--- src/verilog/wdw_pkg.sv ---
// wdw_pkg: constants shared by the watchdog and wake-up control block.
// assumes a 20 MHz system clock and a 32-bit avalon-mm register bus.
package wdw_pkg;
  // register byte offsets
  localparam logic [7:0] OFS_WDT_CTRL   = 8'h00;
  localparam logic [7:0] OFS_RST_CAUSE  = 8'h04;
  localparam logic [7:0] OFS_WAKE_EN    = 8'h08;
  localparam logic [7:0] OFS_IRQ_STATUS = 8'h0c;
  localparam logic [7:0] OFS_IRQ_MASK   = 8'h10;
  localparam logic [7:0] OFS_STATUS     = 8'h14;

  // watchdog_control layout: key in [7:3], period select in [2:0]
  localparam int KEY_LSB = 3;
  localparam int SEL_LSB = 0;
  localparam logic [4:0] KEY_ENABLE  = 5'h0a;
  localparam logic [4:0] KEY_DISABLE = 5'h15;
  localparam logic [7:0] WDT_CTRL_POR = 8'h53;
  localparam logic [2:0] SEL_POR      = 3'h3;
  localparam int PERIOD_BASE = 8;

  // reset_cause_flags bit positions
  localparam int RC_WDT_KEY   = 0;
  localparam int RC_LV_KEY    = 1;
  localparam int RC_LV_RESET  = 2;

  // status register bit positions
  localparam int ST_PDF  = 0;
  localparam int ST_TO   = 1;
  localparam int ST_DOWN = 2;

  // irq status / mask bit positions
  localparam int EV_OVF  = 0;
  localparam int EV_KEY  = 1;
  localparam int EV_WAKE = 2;
  localparam int EV_W    = 3;

  // timing
  localparam int CLK_PERIOD_NS        = 50;
  localparam int KEY_RESET_DELAY_NS   = 1000;
  localparam int KEY_RESET_DELAY_CYC  =
    (KEY_RESET_DELAY_NS + CLK_PERIOD_NS - 1) / CLK_PERIOD_NS;

  localparam int CNT_W = 16;

  typedef enum logic [0:0] {
    WDW_RUN  = 1'b0,
    WDW_DOWN = 1'b1
  } wdw_mode_t;
endpackage

--- src/verilog/wdw_top.sv ---
// wdw_top: watchdog timer with keyed enable plus power-down wake-up logic.
// assumes cpu strobes are one-cycle pulses synchronous to clk_sys and that
// slow_internal_osc is a synchronous level sampled here for its rising edge.
//
// How it works
// - asleep or idle, wake on enabled pin fall, interrupt, or watchdog overflow
// - power-down instruction enters low power and sets power_down_flag
// - power_down_flag clears on power-up and on clear-watchdog instruction
// - overflow while down wakes, sets timeout_flag, resets only pc and sp
// - per-pin wake enable; pin wake resumes after the power-down instruction
// - disabled or stack-full interrupt wake resumes after power-down, stays pending
// - enabled interrupt with stack room wakes into normal interrupt response
// - request flag already set at entry cannot wake the device
// - watchdog counts slow oscillator cycles, period two to (8 + select)
// - key 01010 enables, 10101 disables, other values reset after a delay
// - illegal key reset sets key reset flag; only software or rst_b clears it
// - at power-on the key reads 01010 and period select 011
// - overflow in normal operation gives full device reset and sets timeout_flag
// - count cleared by key reset, clear-watchdog, or power-down instruction
// - on entry count cleared, timeout_flag cleared, power_down_flag set
//
// Local design decisions: the Avalon-MM slave port and the register offsets.
`timescale 1ns/10ps
`default_nettype none
module wdw_top #(
  parameter int PINS = 8,
  parameter int IRQS = 8,
  parameter int KEY_DELAY_CYC = wdw_pkg::KEY_RESET_DELAY_CYC
) (
  input  wire logic              clk_sys,
  input  wire logic              rst_b,
  input  wire logic [7:0]        avs_address,
  input  wire logic              avs_read,
  input  wire logic              avs_write,
  input  wire logic [31:0]       avs_writedata,
  input  wire logic [3:0]        avs_byteenable,
  output logic      [31:0]       avs_readdata,
  output logic                   avs_waitrequest,
  input  wire logic              pdown_instr,
  input  wire logic              clrwdt_instr,
  input  wire logic              slow_internal_osc,
  input  wire logic [PINS-1:0]   wake_pins,
  input  wire logic [IRQS-1:0]   irq_req,
  input  wire logic [IRQS-1:0]   irq_enabled,
  input  wire logic              stack_full,
  output logic                   low_power,
  output logic                   wake_resume,
  output logic                   wake_service,
  output logic                   pc_sp_reset,
  output logic                   device_reset,
  output logic                   power_down_flag,
  output logic                   timeout_flag,
  output logic                   irq
);
  localparam int DLY_W = $clog2(KEY_DELAY_CYC + 1);
  localparam int EV_W_C = wdw_pkg::EV_W;

  function automatic logic is_down(input wdw_pkg::wdw_mode_t m);
    is_down = (m == wdw_pkg::WDW_DOWN);
  endfunction

  function automatic logic sel_hit(input logic [7:0] addr,
                                   input logic [7:0] ofs);
    sel_hit = (addr == ofs);
  endfunction

  logic                       waitrequest_r;
  logic                       waitrequest_nxt;
  logic [31:0]                readdata_r;
  logic [7:0]                 wdt_ctrl_r;
  logic                       wdt_key_flag_r;
  logic [PINS-1:0]            wake_en_r;
  logic [EV_W_C-1:0]          irq_status_r;
  logic [EV_W_C-1:0]          irq_mask_r;
  logic                       irq_r;
  logic                       pdf_r;
  logic                       to_r;
  wdw_pkg::wdw_mode_t         mode_r;
  logic [wdw_pkg::CNT_W-1:0]  cnt_r;
  logic [wdw_pkg::CNT_W-1:0]  cnt_inc;
  logic                       osc_prev_r;
  logic [PINS-1:0]            pins_prev_r;
  logic [IRQS-1:0]            blocked_r;
  logic                       key_pend_r;
  logic [DLY_W-1:0]           key_dly_r;
  logic                       key_reset;
  logic                       wr_take;
  logic                       rd_take;
  logic                       osc_tick;
  logic                       wdt_en;
  logic                       ovf;
  logic [PINS-1:0]            pin_fall;
  logic [IRQS-1:0]            irq_wake;
  logic                       any_wake;
  logic                       wake_resume_r;
  logic                       wake_service_r;
  logic                       pc_sp_reset_r;
  logic                       device_reset_r;
  logic [4:0]                 key_wr;
  logic [EV_W_C-1:0]          ev_set;
  logic [EV_W_C-1:0]          ev_clr;
  logic [31:0]                rd_mux;
  logic [2:0]                 period_sel;
  logic                       pd_enter;

  // bus: one wait cycle, a write taken at the edge where waitrequest is low
  assign waitrequest_nxt = ~((avs_read | avs_write) & waitrequest_r);
  assign wr_take = avs_write & ~waitrequest_r;
  assign rd_take = avs_read & waitrequest_r;
  assign key_wr  = avs_writedata[wdw_pkg::KEY_LSB +: 5];

  assign osc_tick = slow_internal_osc & ~osc_prev_r;
  assign wdt_en   = wdt_ctrl_r[wdw_pkg::KEY_LSB +: 5] == wdw_pkg::KEY_ENABLE;
  assign cnt_inc  = cnt_r + 16'h0001;
  assign period_sel = wdt_ctrl_r[wdw_pkg::SEL_LSB +: 3];
  // overflow when the selected bit flips to one
  // limitation: lowering the select under a high count overflows at once
  assign ovf = wdt_en & osc_tick &
    cnt_inc[wdw_pkg::PERIOD_BASE + period_sel];

  // pin history resets low, so a pin idling low shows no false fall
  assign pin_fall = pins_prev_r & ~wake_pins & wake_en_r;
  // requests already up at entry sit in blocked_r and cannot wake
  assign irq_wake = irq_req & ~blocked_r;
  assign any_wake = (|pin_fall) | (|irq_wake) | ovf;
  assign key_reset = key_pend_r & (key_dly_r == '0);
  // entry only from run; an overflow in the same cycle wins and stays in run
  assign pd_enter = pdown_instr & (mode_r == wdw_pkg::WDW_RUN) & ~ovf;

  // readdata loads while waitrequest is high, so it stands once that drops
  always_ff @(posedge clk_sys or negedge rst_b) begin
    if (!rst_b) begin
      waitrequest_r <= 1'b1;
      readdata_r    <= 32'h0000_0000;
    end else begin
      waitrequest_r <= waitrequest_nxt;
      if (rd_take) begin
        readdata_r <= rd_mux;
      end
    end
  end

  always_comb begin
    rd_mux = 32'h0000_0000;
    if (sel_hit(avs_address, wdw_pkg::OFS_WDT_CTRL)) begin
      rd_mux[7:0] = wdt_ctrl_r;
    end else if (sel_hit(avs_address, wdw_pkg::OFS_RST_CAUSE)) begin
      rd_mux[wdw_pkg::RC_WDT_KEY] = wdt_key_flag_r;
    end else if (sel_hit(avs_address, wdw_pkg::OFS_WAKE_EN)) begin
      rd_mux[PINS-1:0] = wake_en_r;
    end else if (sel_hit(avs_address, wdw_pkg::OFS_IRQ_STATUS)) begin
      rd_mux[EV_W_C-1:0] = irq_status_r;
    end else if (sel_hit(avs_address, wdw_pkg::OFS_IRQ_MASK)) begin
      rd_mux[EV_W_C-1:0] = irq_mask_r;
    end else if (sel_hit(avs_address, wdw_pkg::OFS_STATUS)) begin
      rd_mux[wdw_pkg::ST_PDF]  = pdf_r;
      rd_mux[wdw_pkg::ST_TO]   = to_r;
      rd_mux[wdw_pkg::ST_DOWN] = is_down(mode_r);
    end
  end

  // control register; an illegal key restores the power-on value at reset
  always_ff @(posedge clk_sys or negedge rst_b) begin
    if (!rst_b) begin
      wdt_ctrl_r <= wdw_pkg::WDT_CTRL_POR;
    end else if (key_reset) begin
      wdt_ctrl_r <= wdw_pkg::WDT_CTRL_POR;
    end else if (wr_take & avs_byteenable[0] &
                 sel_hit(avs_address, wdw_pkg::OFS_WDT_CTRL)) begin
      wdt_ctrl_r <= avs_writedata[7:0];
    end
  end

  // key check: any value but enable or disable arms a delayed reset
  // the bad key stays in control meanwhile, so the count halts too
  always_ff @(posedge clk_sys or negedge rst_b) begin
    if (!rst_b) begin
      key_pend_r <= 1'b0;
      key_dly_r  <= '0;
    end else if (wr_take & avs_byteenable[0] & ~key_pend_r &
                 sel_hit(avs_address, wdw_pkg::OFS_WDT_CTRL) &
                 key_wr != wdw_pkg::KEY_ENABLE &
                 key_wr != wdw_pkg::KEY_DISABLE) begin
      key_pend_r <= 1'b1;
      key_dly_r  <= DLY_W'(KEY_DELAY_CYC - 1);
    end else if (key_reset) begin
      key_pend_r <= 1'b0;
    end else if (key_pend_r) begin
      key_dly_r <= key_dly_r - 1'b1;
    end
  end

  // key reset flag: hardware set wins over a software clear
  always_ff @(posedge clk_sys or negedge rst_b) begin
    if (!rst_b) begin
      wdt_key_flag_r <= 1'b0;
    end else if (key_reset) begin
      wdt_key_flag_r <= 1'b1;
    end else if (wr_take & avs_byteenable[0] &
                 sel_hit(avs_address, wdw_pkg::OFS_RST_CAUSE) &
                 ~avs_writedata[wdw_pkg::RC_WDT_KEY]) begin
      wdt_key_flag_r <= 1'b0;
    end
  end

  // wake enable and interrupt mask are plain read-write copies
  always_ff @(posedge clk_sys or negedge rst_b) begin
    if (!rst_b) begin
      wake_en_r  <= '0;
      irq_mask_r <= '0;
    end else if (wr_take & avs_byteenable[0]) begin
      if (sel_hit(avs_address, wdw_pkg::OFS_WAKE_EN)) begin
        wake_en_r <= avs_writedata[PINS-1:0];
      end
      if (sel_hit(avs_address, wdw_pkg::OFS_IRQ_MASK)) begin
        irq_mask_r <= avs_writedata[EV_W_C-1:0];
      end
    end
  end

  // sticky events, write one to clear, a new event beats the clear
  always_comb begin
    ev_set = '0;
    ev_set[wdw_pkg::EV_OVF]  = ovf;
    ev_set[wdw_pkg::EV_KEY]  = key_reset;
    ev_set[wdw_pkg::EV_WAKE] = is_down(mode_r) & any_wake;
    ev_clr = '0;
    if (wr_take & avs_byteenable[0] &
        sel_hit(avs_address, wdw_pkg::OFS_IRQ_STATUS)) begin
      ev_clr = avs_writedata[EV_W_C-1:0];
    end
  end

  always_ff @(posedge clk_sys or negedge rst_b) begin
    if (!rst_b) begin
      irq_status_r <= '0;
      irq_r        <= 1'b0;
    end else begin
      irq_status_r <= (irq_status_r & ~ev_clr) | ev_set;
      // a cycle behind status so irq leaves a flop
      irq_r        <= |(irq_status_r & irq_mask_r);
    end
  end

  // watchdog count; a disabled watchdog holds its count
  // clears beat the restart, which beats a count step
  always_ff @(posedge clk_sys or negedge rst_b) begin
    if (!rst_b) begin
      cnt_r      <= '0;
      osc_prev_r <= 1'b0;
    end else begin
      osc_prev_r <= slow_internal_osc;
      if (key_reset | clrwdt_instr | pdown_instr) begin
        cnt_r <= '0;
      end else if (ovf) begin
        cnt_r <= '0;
      end else if (wdt_en & osc_tick) begin
        cnt_r <= cnt_inc;
      end
    end
  end

  // power mode and wake decisions
  // wake priority: key reset, overflow, interrupt, then pin
  always_ff @(posedge clk_sys or negedge rst_b) begin
    if (!rst_b) begin
      mode_r         <= wdw_pkg::WDW_RUN;
      pins_prev_r    <= '0;
      blocked_r      <= '0;
      wake_resume_r  <= 1'b0;
      wake_service_r <= 1'b0;
      pc_sp_reset_r  <= 1'b0;
      device_reset_r <= 1'b0;
    end else begin
      pins_prev_r    <= wake_pins;
      wake_resume_r  <= 1'b0;
      wake_service_r <= 1'b0;
      pc_sp_reset_r  <= 1'b0;
      device_reset_r <= key_reset;
      case (mode_r)
        wdw_pkg::WDW_RUN: begin
          if (ovf) begin
            device_reset_r <= 1'b1;
          end else if (pdown_instr) begin
            mode_r    <= wdw_pkg::WDW_DOWN;
            blocked_r <= irq_req;
          end
        end
        wdw_pkg::WDW_DOWN: begin
          if (key_reset) begin
            mode_r <= wdw_pkg::WDW_RUN;
          end else if (ovf) begin
            mode_r        <= wdw_pkg::WDW_RUN;
            pc_sp_reset_r <= 1'b1;
          end else if (|irq_wake) begin
            mode_r <= wdw_pkg::WDW_RUN;
            if ((|(irq_wake & irq_enabled)) & ~stack_full) begin
              wake_service_r <= 1'b1;
            end else begin
              wake_resume_r <= 1'b1;
            end
          end else if (|pin_fall) begin
            mode_r        <= wdw_pkg::WDW_RUN;
            wake_resume_r <= 1'b1;
          end
        end
        default: begin
          mode_r <= wdw_pkg::WDW_RUN;
        end
      endcase
    end
  end

  // status flags survive the device resets this block requests
  always_ff @(posedge clk_sys or negedge rst_b) begin
    if (!rst_b) begin
      pdf_r <= 1'b0;
      to_r  <= 1'b0;
    end else begin
      if (pd_enter) begin
        pdf_r <= 1'b1;
      end else if (clrwdt_instr) begin
        pdf_r <= 1'b0;
      end
      if (ovf) begin
        to_r <= 1'b1;
      end else if (pd_enter) begin
        to_r <= 1'b0;
      end
    end
  end

  assign avs_readdata    = readdata_r;
  assign avs_waitrequest = waitrequest_r;
  assign low_power       = is_down(mode_r);
  assign wake_resume     = wake_resume_r;
  assign wake_service    = wake_service_r;
  assign pc_sp_reset     = pc_sp_reset_r;
  assign device_reset    = device_reset_r;
  assign power_down_flag = pdf_r;
  assign timeout_flag    = to_r;
  assign irq             = irq_r;
endmodule
`default_nettype wire

--- config.mk ---
export PLATFORM = sky130hd
export DESIGN_NAME = wdw_top
export DESIGN_NICKNAME = d
export VERILOG_FILES = /design/src/verilog/wdw_pkg.sv /design/src/verilog/wdw_top.sv
export SDC_FILE = /design/constraint.sdc
export NUM_CORES = 1
export LEC_CHECK = 0
export ABC_CLOCK_PERIOD_IN_PS = 7030
export BUFFER_PORTS_ARGS = -buffer_cell sky130_fd_sc_hd__buf_2
export CORE_MARGIN = 1
export CORE_UTILIZATION = 57
export CTS_CLUSTER_SIZE = 40
export DETAILED_ROUTE_END_ITERATION = 16
export PLACE_DENSITY = 0.86
export SKIP_CTS_REPAIR_TIMING = 1
export SYNTH_ARGS = -nofsm -noshare
export SYNTH_HDL_FRONTEND = slang
export SYNTH_SLANG_ARGS = --single-unit
--- constraint.sdc ---
create_clock -name clk_sys -period 7.03 [get_ports clk_sys]
set_clock_uncertainty 0.05 [all_clocks]
set_input_delay 0.703 -clock clk_sys [delete_from_list [all_inputs] [get_ports clk_sys]]
set_output_delay 0.703 -clock clk_sys [all_outputs]
set_load 0.05 [all_outputs]
After elaboration in Yosys (flattened, before gate mapping) --
Cells that the tools add are included. Widths: inputs -> output; s select.
Storage, ports and cells: flip-flop bits (word level) 79, bits in latches 0, bits in writable memories 0, memory bits (read-only) 0, input bits 76, output and inout bits 41, memories 0
Operators by class: add/sub/neg operators 3, $mul 0, div/mod/pow operators 0, magnitude comparators 1, equal/unequal tests 9, shift-type cells 0, muxes and demuxes 50, bitwise gates (word level) 43, reduce and logical (&&, ||, !) cells 17
Operator list (number):
- $mux 16 | 3
- $and 8x8->8 | 4
- $mux 1 | 32
- $mux 8 | 3
- $reduce_or 8->1 | 3
- $and 1x1->1 | 20
- $mux 5 | 4
- $add 16x1->16 const B | 1
- $eq 8x4->1 const B | 2
- $eq 8x5->1 const B | 2
- $not 8->8 | 2
- $mux 3 | 5
- $reduce_bool 2->1 | 6
- $eq 8x3->1 const B | 1
- $logic_not 8->1 | 1
- $not 1->1 | 8
- $mux 7 | 1
- $and 3x3->3 | 2
- $reduce_and 2->1 | 3
- $add 4x3->5 const A | 1
- $eq 5x4->1 const B | 1
- $logic_not 5->1 | 1
- $lt 5x5->1 const B | 1
- $ne 5x4->1 const B | 1
- 11 further kinds | 15

Logic depth before layout (Yosys ltp) --
Gate-level depths: netlist of run 1.
word-level depth 10, mapped depth 9

Worst setup path after synthesis of run 1 --
Ideal clock, no wire load.
path kind reg-to-reg, start register cnt_r[0] (netlist bit), end register cnt_r[11] (netlist bit), library setup time 0.126 ns, data arrival time 2.405 ns, required time 6.854 ns, slack 4.449 ns, stages on the path, launching flop included 9, buffers on the path 1, cell sequence dfrtp_1 ha_1 nand3_4 or4_4 and3_4 o41ai_4 buf_6 a21oi_2 a221o_1
On the way: longest elaborated chain between the ends 6, elaborated cells between the ends (all ways) 8
Ends and longest elaborated chain:
- start, declared | line wdw_top.sv:79 | logic [wdw_pkg::CNT_W-1:0] cnt_r;
- start signal, assigned | line wdw_top.sv:258 | cnt_r <= cnt_inc;
- $add 16x1->16 (*) | line wdw_top.sv:114 | assign cnt_inc = cnt_r + 16'h0001;
- $bmux 1 s4 | line wdw_top.sv:119 | cnt_inc[wdw_pkg::PERIOD_BASE + period_sel];
- $mux 1 (not written as such) | line wdw_top.sv:119
- $and 1x1->1 | line wdw_top.sv:118 | assign ovf = wdt_en & osc_tick &
- $mux 16 | line wdw_top.sv:255 | end else if (ovf) begin
- $mux 16 | line wdw_top.sv:253 | if (key_reset | clrwdt_instr | pdown_instr) begin
Every way passes the cells marked *; elsewhere a longest branch is shown, timed or not. The select of a mux whose other input is x is not followed. A chain may end at the register's enable or synchronous reset.

Worst setup path in the final report of run 1 --
start register cnt_r[0] (netlist bit), end register cnt_r[8] (netlist bit)
The elaborated chain is that of the path after synthesis.

==> impl_summary.md, run 1 <==
Status
The run finished with clean final reports.

GRT
The global-route congestion overflow total is 0. The total track usage is 25.0%. The initial antenna violation count was 0. Entering global routing, the biggest net connects 80 pins. The via count of the first global-routing pass came to 3,148.

The wire length of the first global-routing pass is 14,900 µm.

Cells and area
The synthesis-to-layout area growth is 11.8%. Of the cells placed in the final design, the portion with a size suffix greater than 1 is 25.8%. The post-route cell area is 4770 µm². The repair_antennas step left the layout with diodes totalling 0. In the final design database the tool counted 545 nets.

Critical path
The buffers plus inverters on the worst setup path is 0. In this run the worst path has a maximum fanout of 15. Traced cell by cell, the critical path runs through ha_1, nand3_4, or4_4, and3_4, o41ai_4, nand2_2, a221o_1. STA puts the critical path data required time at 7.22 ns. The largest individual stage delay along the critical path comes from the cell sky130_fd_sc_hd__o41ai_4. STA classifies the critical path startpoint as a flip-flop. The worst setup path is of the flip-flop to flip-flop kind. On the worst path, the slowest cell contributes a delay of 0.85 ns. The element type at the critical path end is a flip-flop. Data on the critical path arrives at its endpoint at 3.49 ns. On the critical path the largest part of the delay comes from compound AO/OA/AOI/OAI gates.

Synth
The post-synthesis average cell area is 10.5 µm². The share of flip-flops with an asynchronous set or reset after synthesis is 100%. The flip-flop and latch count after synthesis is 79. In this run, synthesis inferred 0 flip-flops with an integrated enable. The combined area of all synthesized cells is 4270 µm². The top flip-flop cell by instance count after synthesis is sky130_fd_sc_hd__dfrtp_1. The count of synthesis-stage warnings from yosys is 0. The post-synthesis cell type count is 64. For this run, the register share of the synthesized area comes to 46.5%.

Synthesis produced a netlist whose cell count is 406.

Placement
Timing analysis after detailed placement gives a worst setup slack of 3.76 ns. After detailed placement, the total cell area comes to 4560 µm². Routability-driven placement finished with a final weighted congestion of 0.868. The half-perimeter wire length after placement is 6500 µm.

During placement, the flow inserted port buffers numbering 65.

Clock network
Clock tree synthesis selected as its root buffer the cell sky130_fd_sc_hd__clkbuf_8. Clock-pin slew was measured on the worst setup and hold paths at 0.09 ns. The H-tree was split into 3 levels. The total clock buffers created by CTS is 9. CTS saw 79 sinks. TritonCTS built the clock tree. The clock insertion delay at the later pin of the skew report is 0.35 ns. The maximum clock insertion buffer count is 2.

Routing
The wire length reported by the detailed router is 9110 µm. Dividing the detail-routed via count by the number of cells gives 5.90. Summing over every cut layer, the via total after detailed routing is 3,370. The residual DRC count is 0. In this run, the number of DRC markers left after iteration 0 of detailed routing was 279. For this run, the detailed router's first-pass iteration total came to 4.

After detailed routing, the average wire length per cell comes to 16.0 µm. The count of nets left with antenna violations once routing finished came out at 0.

Timing
The final critical path takes up 47.0% of the cycle. The minimum period implied by the final worst setup slack is 3.30 ns. Setup slack on the critical path of the routed design comes to 3.73 ns.

The number of max-slew violations in the final report is 0. The number of setup violations in the final report is 0. Setup repair after global routing left no endpoint under its margin. The timing-limited maximum frequency is 0.303 GHz.

The sum of negative setup slack is 0 ns. The worst max-slew margin expressed relative to the limit is 35.3%. At the pin with the least slew margin, the transition time is 0.971 ns. Hold is met by 0.408 ns. The number of hold violations in the final report is 0.

Power
After layout, the design draws a total of 1120 µW. The peak supply drop is 206 µV. The power per cell area is 235 nW/µm². The analysis attributes to cell leakage a power of 0.00217 µW.

Floorplanning
The number of rows created at floorplan is 31. The width of the die is 88.5 µm. The die outline area is 7840 µm². The core region is 7250 µm². The top-level port count is 117. The vertical die dimension is 88.5 µm.

The initial core utilization is 58.8%.

Min path
The path class of the tightest hold or removal check is input port to flip-flop.

Run
The max-cap check violation count is 0.
## cell type report
class | count | area (µm²)
Clock buffer | 9 | 124
Tap cell | 99 | 124
Clock inverter | 7 | 87.6
Sequential cell | 79 | 1980
Timing Repair Buffer | 65 | 328
Inverter | 6 | 22.5
Fill cell | 557 | 2480
Multi-Input combinational cell | 306 | 2100
## cell families after synthesis
family                   count (synthesis)  synth area share (%)
buffers and inverters                   44                  6.33
adder cells (fa/ha/maj)                  2                 0.586
flip-flops                              79                  46.5
other                                    1                0.0879
multiplexers                            30                  7.65
XOR/XNOR                                 4                 0.821
AND/OR/NAND/NOR                        157                  21.8
AO/OA/AOI/OAI                           89                  16.3
## cells in the final DEF (no fill, tap or decap), drive strengths merged, types with 4 or more instances in the layout
master	count
and3b	4
clkbuf	9
nor3b	6
nand2b	8
nand2	39
nand3b	6
o31ai	4
a22oi	18
o22a	5
nand3	14
and2	6
dfrtp	74
and3	4
a21oi	18
buf	65
or4	4
conb	24
a22o	7
nor2	17
mux2i	9
mux2	21
a221o	4
or3	7
a21o	8
nor4	14
nor2b	13
o21ai	8
dfstp	5
inv	10
nand4	7
## state kept, by name, summed over array words and instances (netlist names)
register         count
cnt_r               16
avs_readdata         8
blocked_r            8
pins_prev_r          8
wake_en_r            8
wdt_ctrl_r           8
key_dly_r            5
irq_mask_r           3
irq_status_r         3
avs_waitrequest      1
device_reset         1
irq                  1
key_pend_r           1
low_power            1
osc_prev_r           1
pc_sp_reset          1
power_down_flag      1
timeout_flag         1
wake_resume          1
wake_service         1
wdt_key_flag_r       1
## synth_stat cells (all sizes together), types with 5 or more instances
cell type	n	area [µm²]
nor4	14	113
or3	7	43.8
nor3b	6	50.1
nand2	39	149
a21oi	18	93.8
dfrtp	74	1850
a22o	7	61.3
a21o	8	60.1
nor2	17	63.8
nand4	7	50.1
mux2	21	236
nor2b	13	81.3
inv	6	22.5
and2	6	37.5
nand3b	6	45.0
buf	31	221
mux2i	9	90.1
o21ai	8	40.0
o22a	5	43.8
nand3	14	82.6
dfstp	5	131
a22oi	18	135
nand2b	8	50.1
clkbuf	7	26.3
## metal layers
| layer | wire, µm | part of all wire (%) | vias to the layer above | GRT usage, % |
|---|---|---|---|---|
| met5 | 0 | 0 | - | 0 |
| met4 | 163 | 1.8 | 0 | 10.9 |
| met3 | 355 | 3.9 | 19 | 4.57 |
| met2 | 4390 | 48 | 115 | 38.1 |
| met1 | 4200 | 46 | 1650 | 35.3 |
| li1 | - | - | 1586 | - |
## per-stage QoR
step | instances | util [%]
after floorplan | 429 | -
after global placement | 555 | 62.8
after detailed placement | 555 | 62.8
after CTS | 571 | 65.8
after global routing | 571 | 65.8
final | 571 | 65.8
## power by group
group | switching, µW | internal [µW]
logic | 155 | 71.1
clock network | 190 | 173
registers | 33.1 | 498
total | 378 | 742
## final timing paths
check / from / endpoint / slack [ns] / cells past startpoint
max: cnt_r[0]$_DFFE_PN0P_ / cnt_r[8]$_DFFE_PN0P_ / 3.73 / 7
min: wake_pins[2] / pins_prev_r[2]$_DFF_PN0_ / 0.41 / 1
max reg2reg: cnt_r[0]$_DFFE_PN0P_ / cnt_r[8]$_DFFE_PN0P_ / 3.73 / 7
min reg2reg: blocked_r[1]$_DFFE_PN0P_ / blocked_r[1]$_DFFE_PN0P_ / 0.45 / 1
max in group asynchronous: rst_b / pins_prev_r[3]$_DFF_PN0_ / 5.86 / 1
min in group asynchronous: rst_b / cnt_r[5]$_DFFE_PN0P_ / 0.45 / 1
No activity file was read; power rests on OpenSTA's default activity.
==> run 2: changes to the inputs <==
- ABC_AREA: unset -> 1
- ABC_CLOCK_PERIOD_IN_PS: 7030 -> 3100
- CORE_UTILIZATION: 57 -> 53
- PLACE_DENSITY: 0.86 -> 0.81
- clock period: 7.03 -> 3.1 ns (I/O delays scaled with it)
==> run 2 against run 1 <==
Worst setup slack lost 2.9 ns. Synthesized area shrank 0.73%. Critical path depth grew 5. Via count grew 10%. Routed wire length grew 3.6%. Clock power grew 110%. Final area grew 0.52%. Utilization shrank 3.7 points. First-iteration DRC count grew 2.9%. Critical path type unchanged.
==> impl_summary.md, run 2 <==
Power
The share of total power dissipated in sequential elements is 49.6%. The design internal power is 1480 µW. Dividing total power by cell area gives a power density of 467 nW/µm². Summed over all nets, the switching power comes to 757 µW. Combinational logic is responsible for 16.3% of the overall power. The analysis attributes to cell leakage a power of 0.00250 µW.

The switching part of the total is 33.8%. The clock share of power is 34.1%. VDD sags by at most 303 µV.

Critical path
The number of cell instances on the worst register-to-register path is 12. The startpoint type of the worst setup path is a flip-flop. The critical path starts at key_dly_r[0]$_DFFE_PN0P_.

The highest fanout seen on the critical path is 9. The signal on the critical path passes through inv_1, ha_1, nand2_1, nor2_1, inv_1, nor2_1, inv_1, nand2_1, nor2_2, inv_1, nand3_1, nand2_1. Counting stages on the worst path, the most repeated cell is sky130_fd_sc_hd__inv_1. The destination of the worst register-to-register timing path is cnt_r[12]$_DFFE_PN0P_. The largest single stage delay on the critical path is 0.40 ns. The data arrival time of the worst path is 2.43 ns. The endpoint required time on the critical path is 3.30 ns. The setup check on the worst reg-to-reg path leaves a slack of 0.87 ns. The worst flop-to-flop path startpoint is key_dly_r[0]$_DFFE_PN0P_. The path type of the worst setup path is flip-flop to flip-flop. The slowest stage of the critical path is the sky130_fd_sc_hd__nor2_2 cell. The element type at the critical path end is a flip-flop. The critical path ends at cnt_r[12]$_DFFE_PN0P_.

Timing
The number of max-slew violations in the final report came to 0. The minimum period implied by the final worst setup slack is 2.23 ns. The sum of negative setup slack is 0 ns.

The worst pin sits at a relative slew slack of 35.6%. The post-route clock period utilization is 71.9%. The number of hold violations in the final report is 0. Setup repair after global routing left no endpoint under its margin. The number of setup violations in the final report is 0. The timing-limited maximum frequency is 0.448 GHz. For the pin with the worst max-slew slack, the measured transition is 0.966 ns.

Min path
The worst min-delay path class is input port to flip-flop. In this run the most critical hold path is launched from wake_pins[4].

Floorplanning
For this design the top-level I/O count stands at 117. The initial core utilization is 54.8%. The initialized floorplan defines 32 standard-cell rows. The floorplan step defined a die boundary enclosing 8350 µm². The width of the die is 91.4 µm. The vertical die dimension is 91.4 µm. In this run the standard cell core region covers 7730 µm².

Routing
The detailed-routed wire length on met3 is 559 µm. The final route contains 3,709 vias. The total length of routed met2 wires is 4720 µm. The top layer used by detailed routing is met4.

The iteration count of the initial detailed-routing pass is 5. For this block, wires on met1 add up to 3990 µm. Summed over all layers, the routed wires come to 9430 µm. The wire length per cell after detailed routing is 13.2 µm. The number of DRC markers in iteration 0 is 287. After detailed routing, the number of vias per cell comes to 5.19.

After detailed routing, the number of remaining DRC violations is 0. The detail route stage leaves a number of antenna-violating nets equal to 0.

Cells and area
Compared with the post-synthesis result, the final layout area differs by 13.2%. The fraction of final layout cells with drive strength greater than 1 is 18.4%. Ranked by flip-flop count, first place goes to cnt_r. The most common cell after layout, fill and taps aside is sky130_fd_sc_hd__nand2_1.

The post-route cell area is 4790 µm². The multi-input combinational cells in the finished layout cover a total of 1860 µm². After filler insertion, the fill cell instance count of the layout stands at 684. The number of flip-flops in the largest register is 16. The sequential cells in the finished layout cover a total of 1980 µm². The number of diodes is 0. Cells fill 62.0% of the core in the end. In the layout the commonest cells are sky130_fd_sc_hd__nand2_1 (149), sky130_fd_sc_hd__dfrtp_1 (74), sky130_fd_sc_hd__inv_1 (68). At the end of the flow, the number of nets in the layout was 686. Once layout is complete, the cells apart from fillers number 715.

Status
The flow ran to the end, and the final reports show no timing, DRC or antenna violations.

Synth
The cell taking the most area after synthesis is sky130_fd_sc_hd__dfrtp_1. The combined area of all synthesized cells is 4240 µm². Of the synthesized area, sequential elements account for 46.8%.

The synthesized netlist contains 36 unique library cells. The share of flip-flops with an asynchronous set or reset after synthesis is 100%. In this run, synthesis inferred 0 flip-flops with an integrated enable. After synthesis the netlist holds a flip-flop and latch count of 79.

Ranked by total cell area, the synthesized netlist is headed by sky130_fd_sc_hd__dfrtp_1 (44%), sky130_fd_sc_hd__nand2_1 (13%), sky130_fd_sc_hd__inv_1 (6.0%), sky130_fd_sc_hd__nand3_1 (5.4%), sky130_fd_sc_hd__buf_4 (4.3%). Counting instances in the post-synthesis netlist gives the leading cell types as sky130_fd_sc_hd__nand2_1 (149), sky130_fd_sc_hd__dfrtp_1 (74), sky130_fd_sc_hd__inv_1 (68). For this run, the leading register cell type out of synthesis is sky130_fd_sc_hd__dfrtp_1. For this run, the number of Yosys warnings is 0.

sky130_fd_sc_hd__nand2_1 is the most common cell in the netlist. In this run the biggest area consumer among cell types represents 43.7% of the synthesized area. Averaged over all synthesized cells, the footprint is 7.93 µm². Counting every instance in the synthesized netlist gives 534.

GRT
For this run the aggregate overflow at the end of global routing stands at 0. The initial antenna violation count is 0. The first global-routing pass estimated 15,700 µm of wire. Entering global routing, the biggest net connects 80 pins. The via count of the first global-routing pass came to 3,458. The total track usage is 24.3%.

Clock network
In this run the number of H-tree levels came out at 3. The clock drives 79 sinks. The total clock buffers created by CTS is 9. The clock passes through at most 2 buffers. TritonCTS built the clock tree. The cell at the root of the clock tree is sky130_fd_sc_hd__clkbuf_8. The clock insertion delay at the later pin of the skew report is 0.36 ns. The clock transition at the registers of the reported paths is 0.10 ns.

Run
The max-cap check violation count is 0.

Placement
Once placement finished, the instance area stood at 4580 µm². The routability-driven placement congestion ratio is 0.886. The number of placed instances, taps included, is 697. The count of input and output buffers is 65. The HPWL after detailed placement is 6960 µm.
[run 2: area by class of cell]
cell class | count | share of cell area, %
clock buffer | 9 | 2.58
clock inverter | 7 | 1.54
inverter | 69 | 5.40
multi-input combinational | 380 | 38.9
sequential | 79 | 41.4
tap | 102 | 2.66
timing repair buffer | 69 | 7.57
[run 2: per-stage QoR]
stage / hold WS (ns) / setup slack (ns) / power [µW]
floorplan: -0.0356 / 1.29 / 1400
global placement: 0.379 / 1.04 / 1480
detailed placement: 0.383 / 0.920 / 1490
CTS: -0.00352 / 0.903 / 2250
global route: 0.00103 / 0.696 / 2330
finish: 0.00622 / 0.870 / 2240
[run 2: worst max-delay path, delay by kind of cell, from the launching register on]
kind / cells / cell delay (ns)
buffers and inverters: 4 / 0.49
adder cells (fa/ha/maj): 1 / 0.22
AND/OR/NAND/NOR: 7 / 0.96
flip-flops: 1 / 0.39
[run 2: worst min-delay path by stage]
| stage | to | slack (ns) | cells after the start |
|---|---|---|---|
| finish | pins_prev_r[4]$_DFF_PN0_ | 0.006 | 1 |
| global route | pins_prev_r[4]$_DFF_PN0_ | 0.001 | 1 |
| CTS | pins_prev_r[6]$_DFF_PN0_ | -0.004 | 1 |
| detailed placement | pins_prev_r[6]$_DFF_PN0_ | 0.38 | 1 |
| global placement | pins_prev_r[6]$_DFF_PN0_ | 0.38 | 1 |
| floorplan | avs_readdata[0]$_DFFE_PN0P_ | -0.04 | 0 |
[run 2: kinds of logic (layout without fill, tap and decap cells)]
logic type,Yosys count,in the layout,synth area share (%)
other,1,24,0.0885
XOR/XNOR,6,6,1.24
AO/OA/AOI/OAI,62,62,8.36
adder cells (fa/ha/maj),2,2,0.591
AND/OR/NAND/NOR,286,286,31.7
flip-flops,79,79,46.8
buffers and inverters,98,154,11.2
[run 2: power by group through the flow]
stage	Sequential (µW)	Combinational, µW	Clock, µW
after floorplan	1210	191	0
after global placement	1130	354	0
after detailed placement	1130	361	0
after CTS	1110	363	776
after global routing	1120	396	816
final	1110	365	764
[run 2: per-layer routing]
layer	up-vias	global-route usage, %
li1	1819	-
met1	1738	30.8
met2	139	40.8
met3	13	4.02
met4	0	10.6
met5	-	0
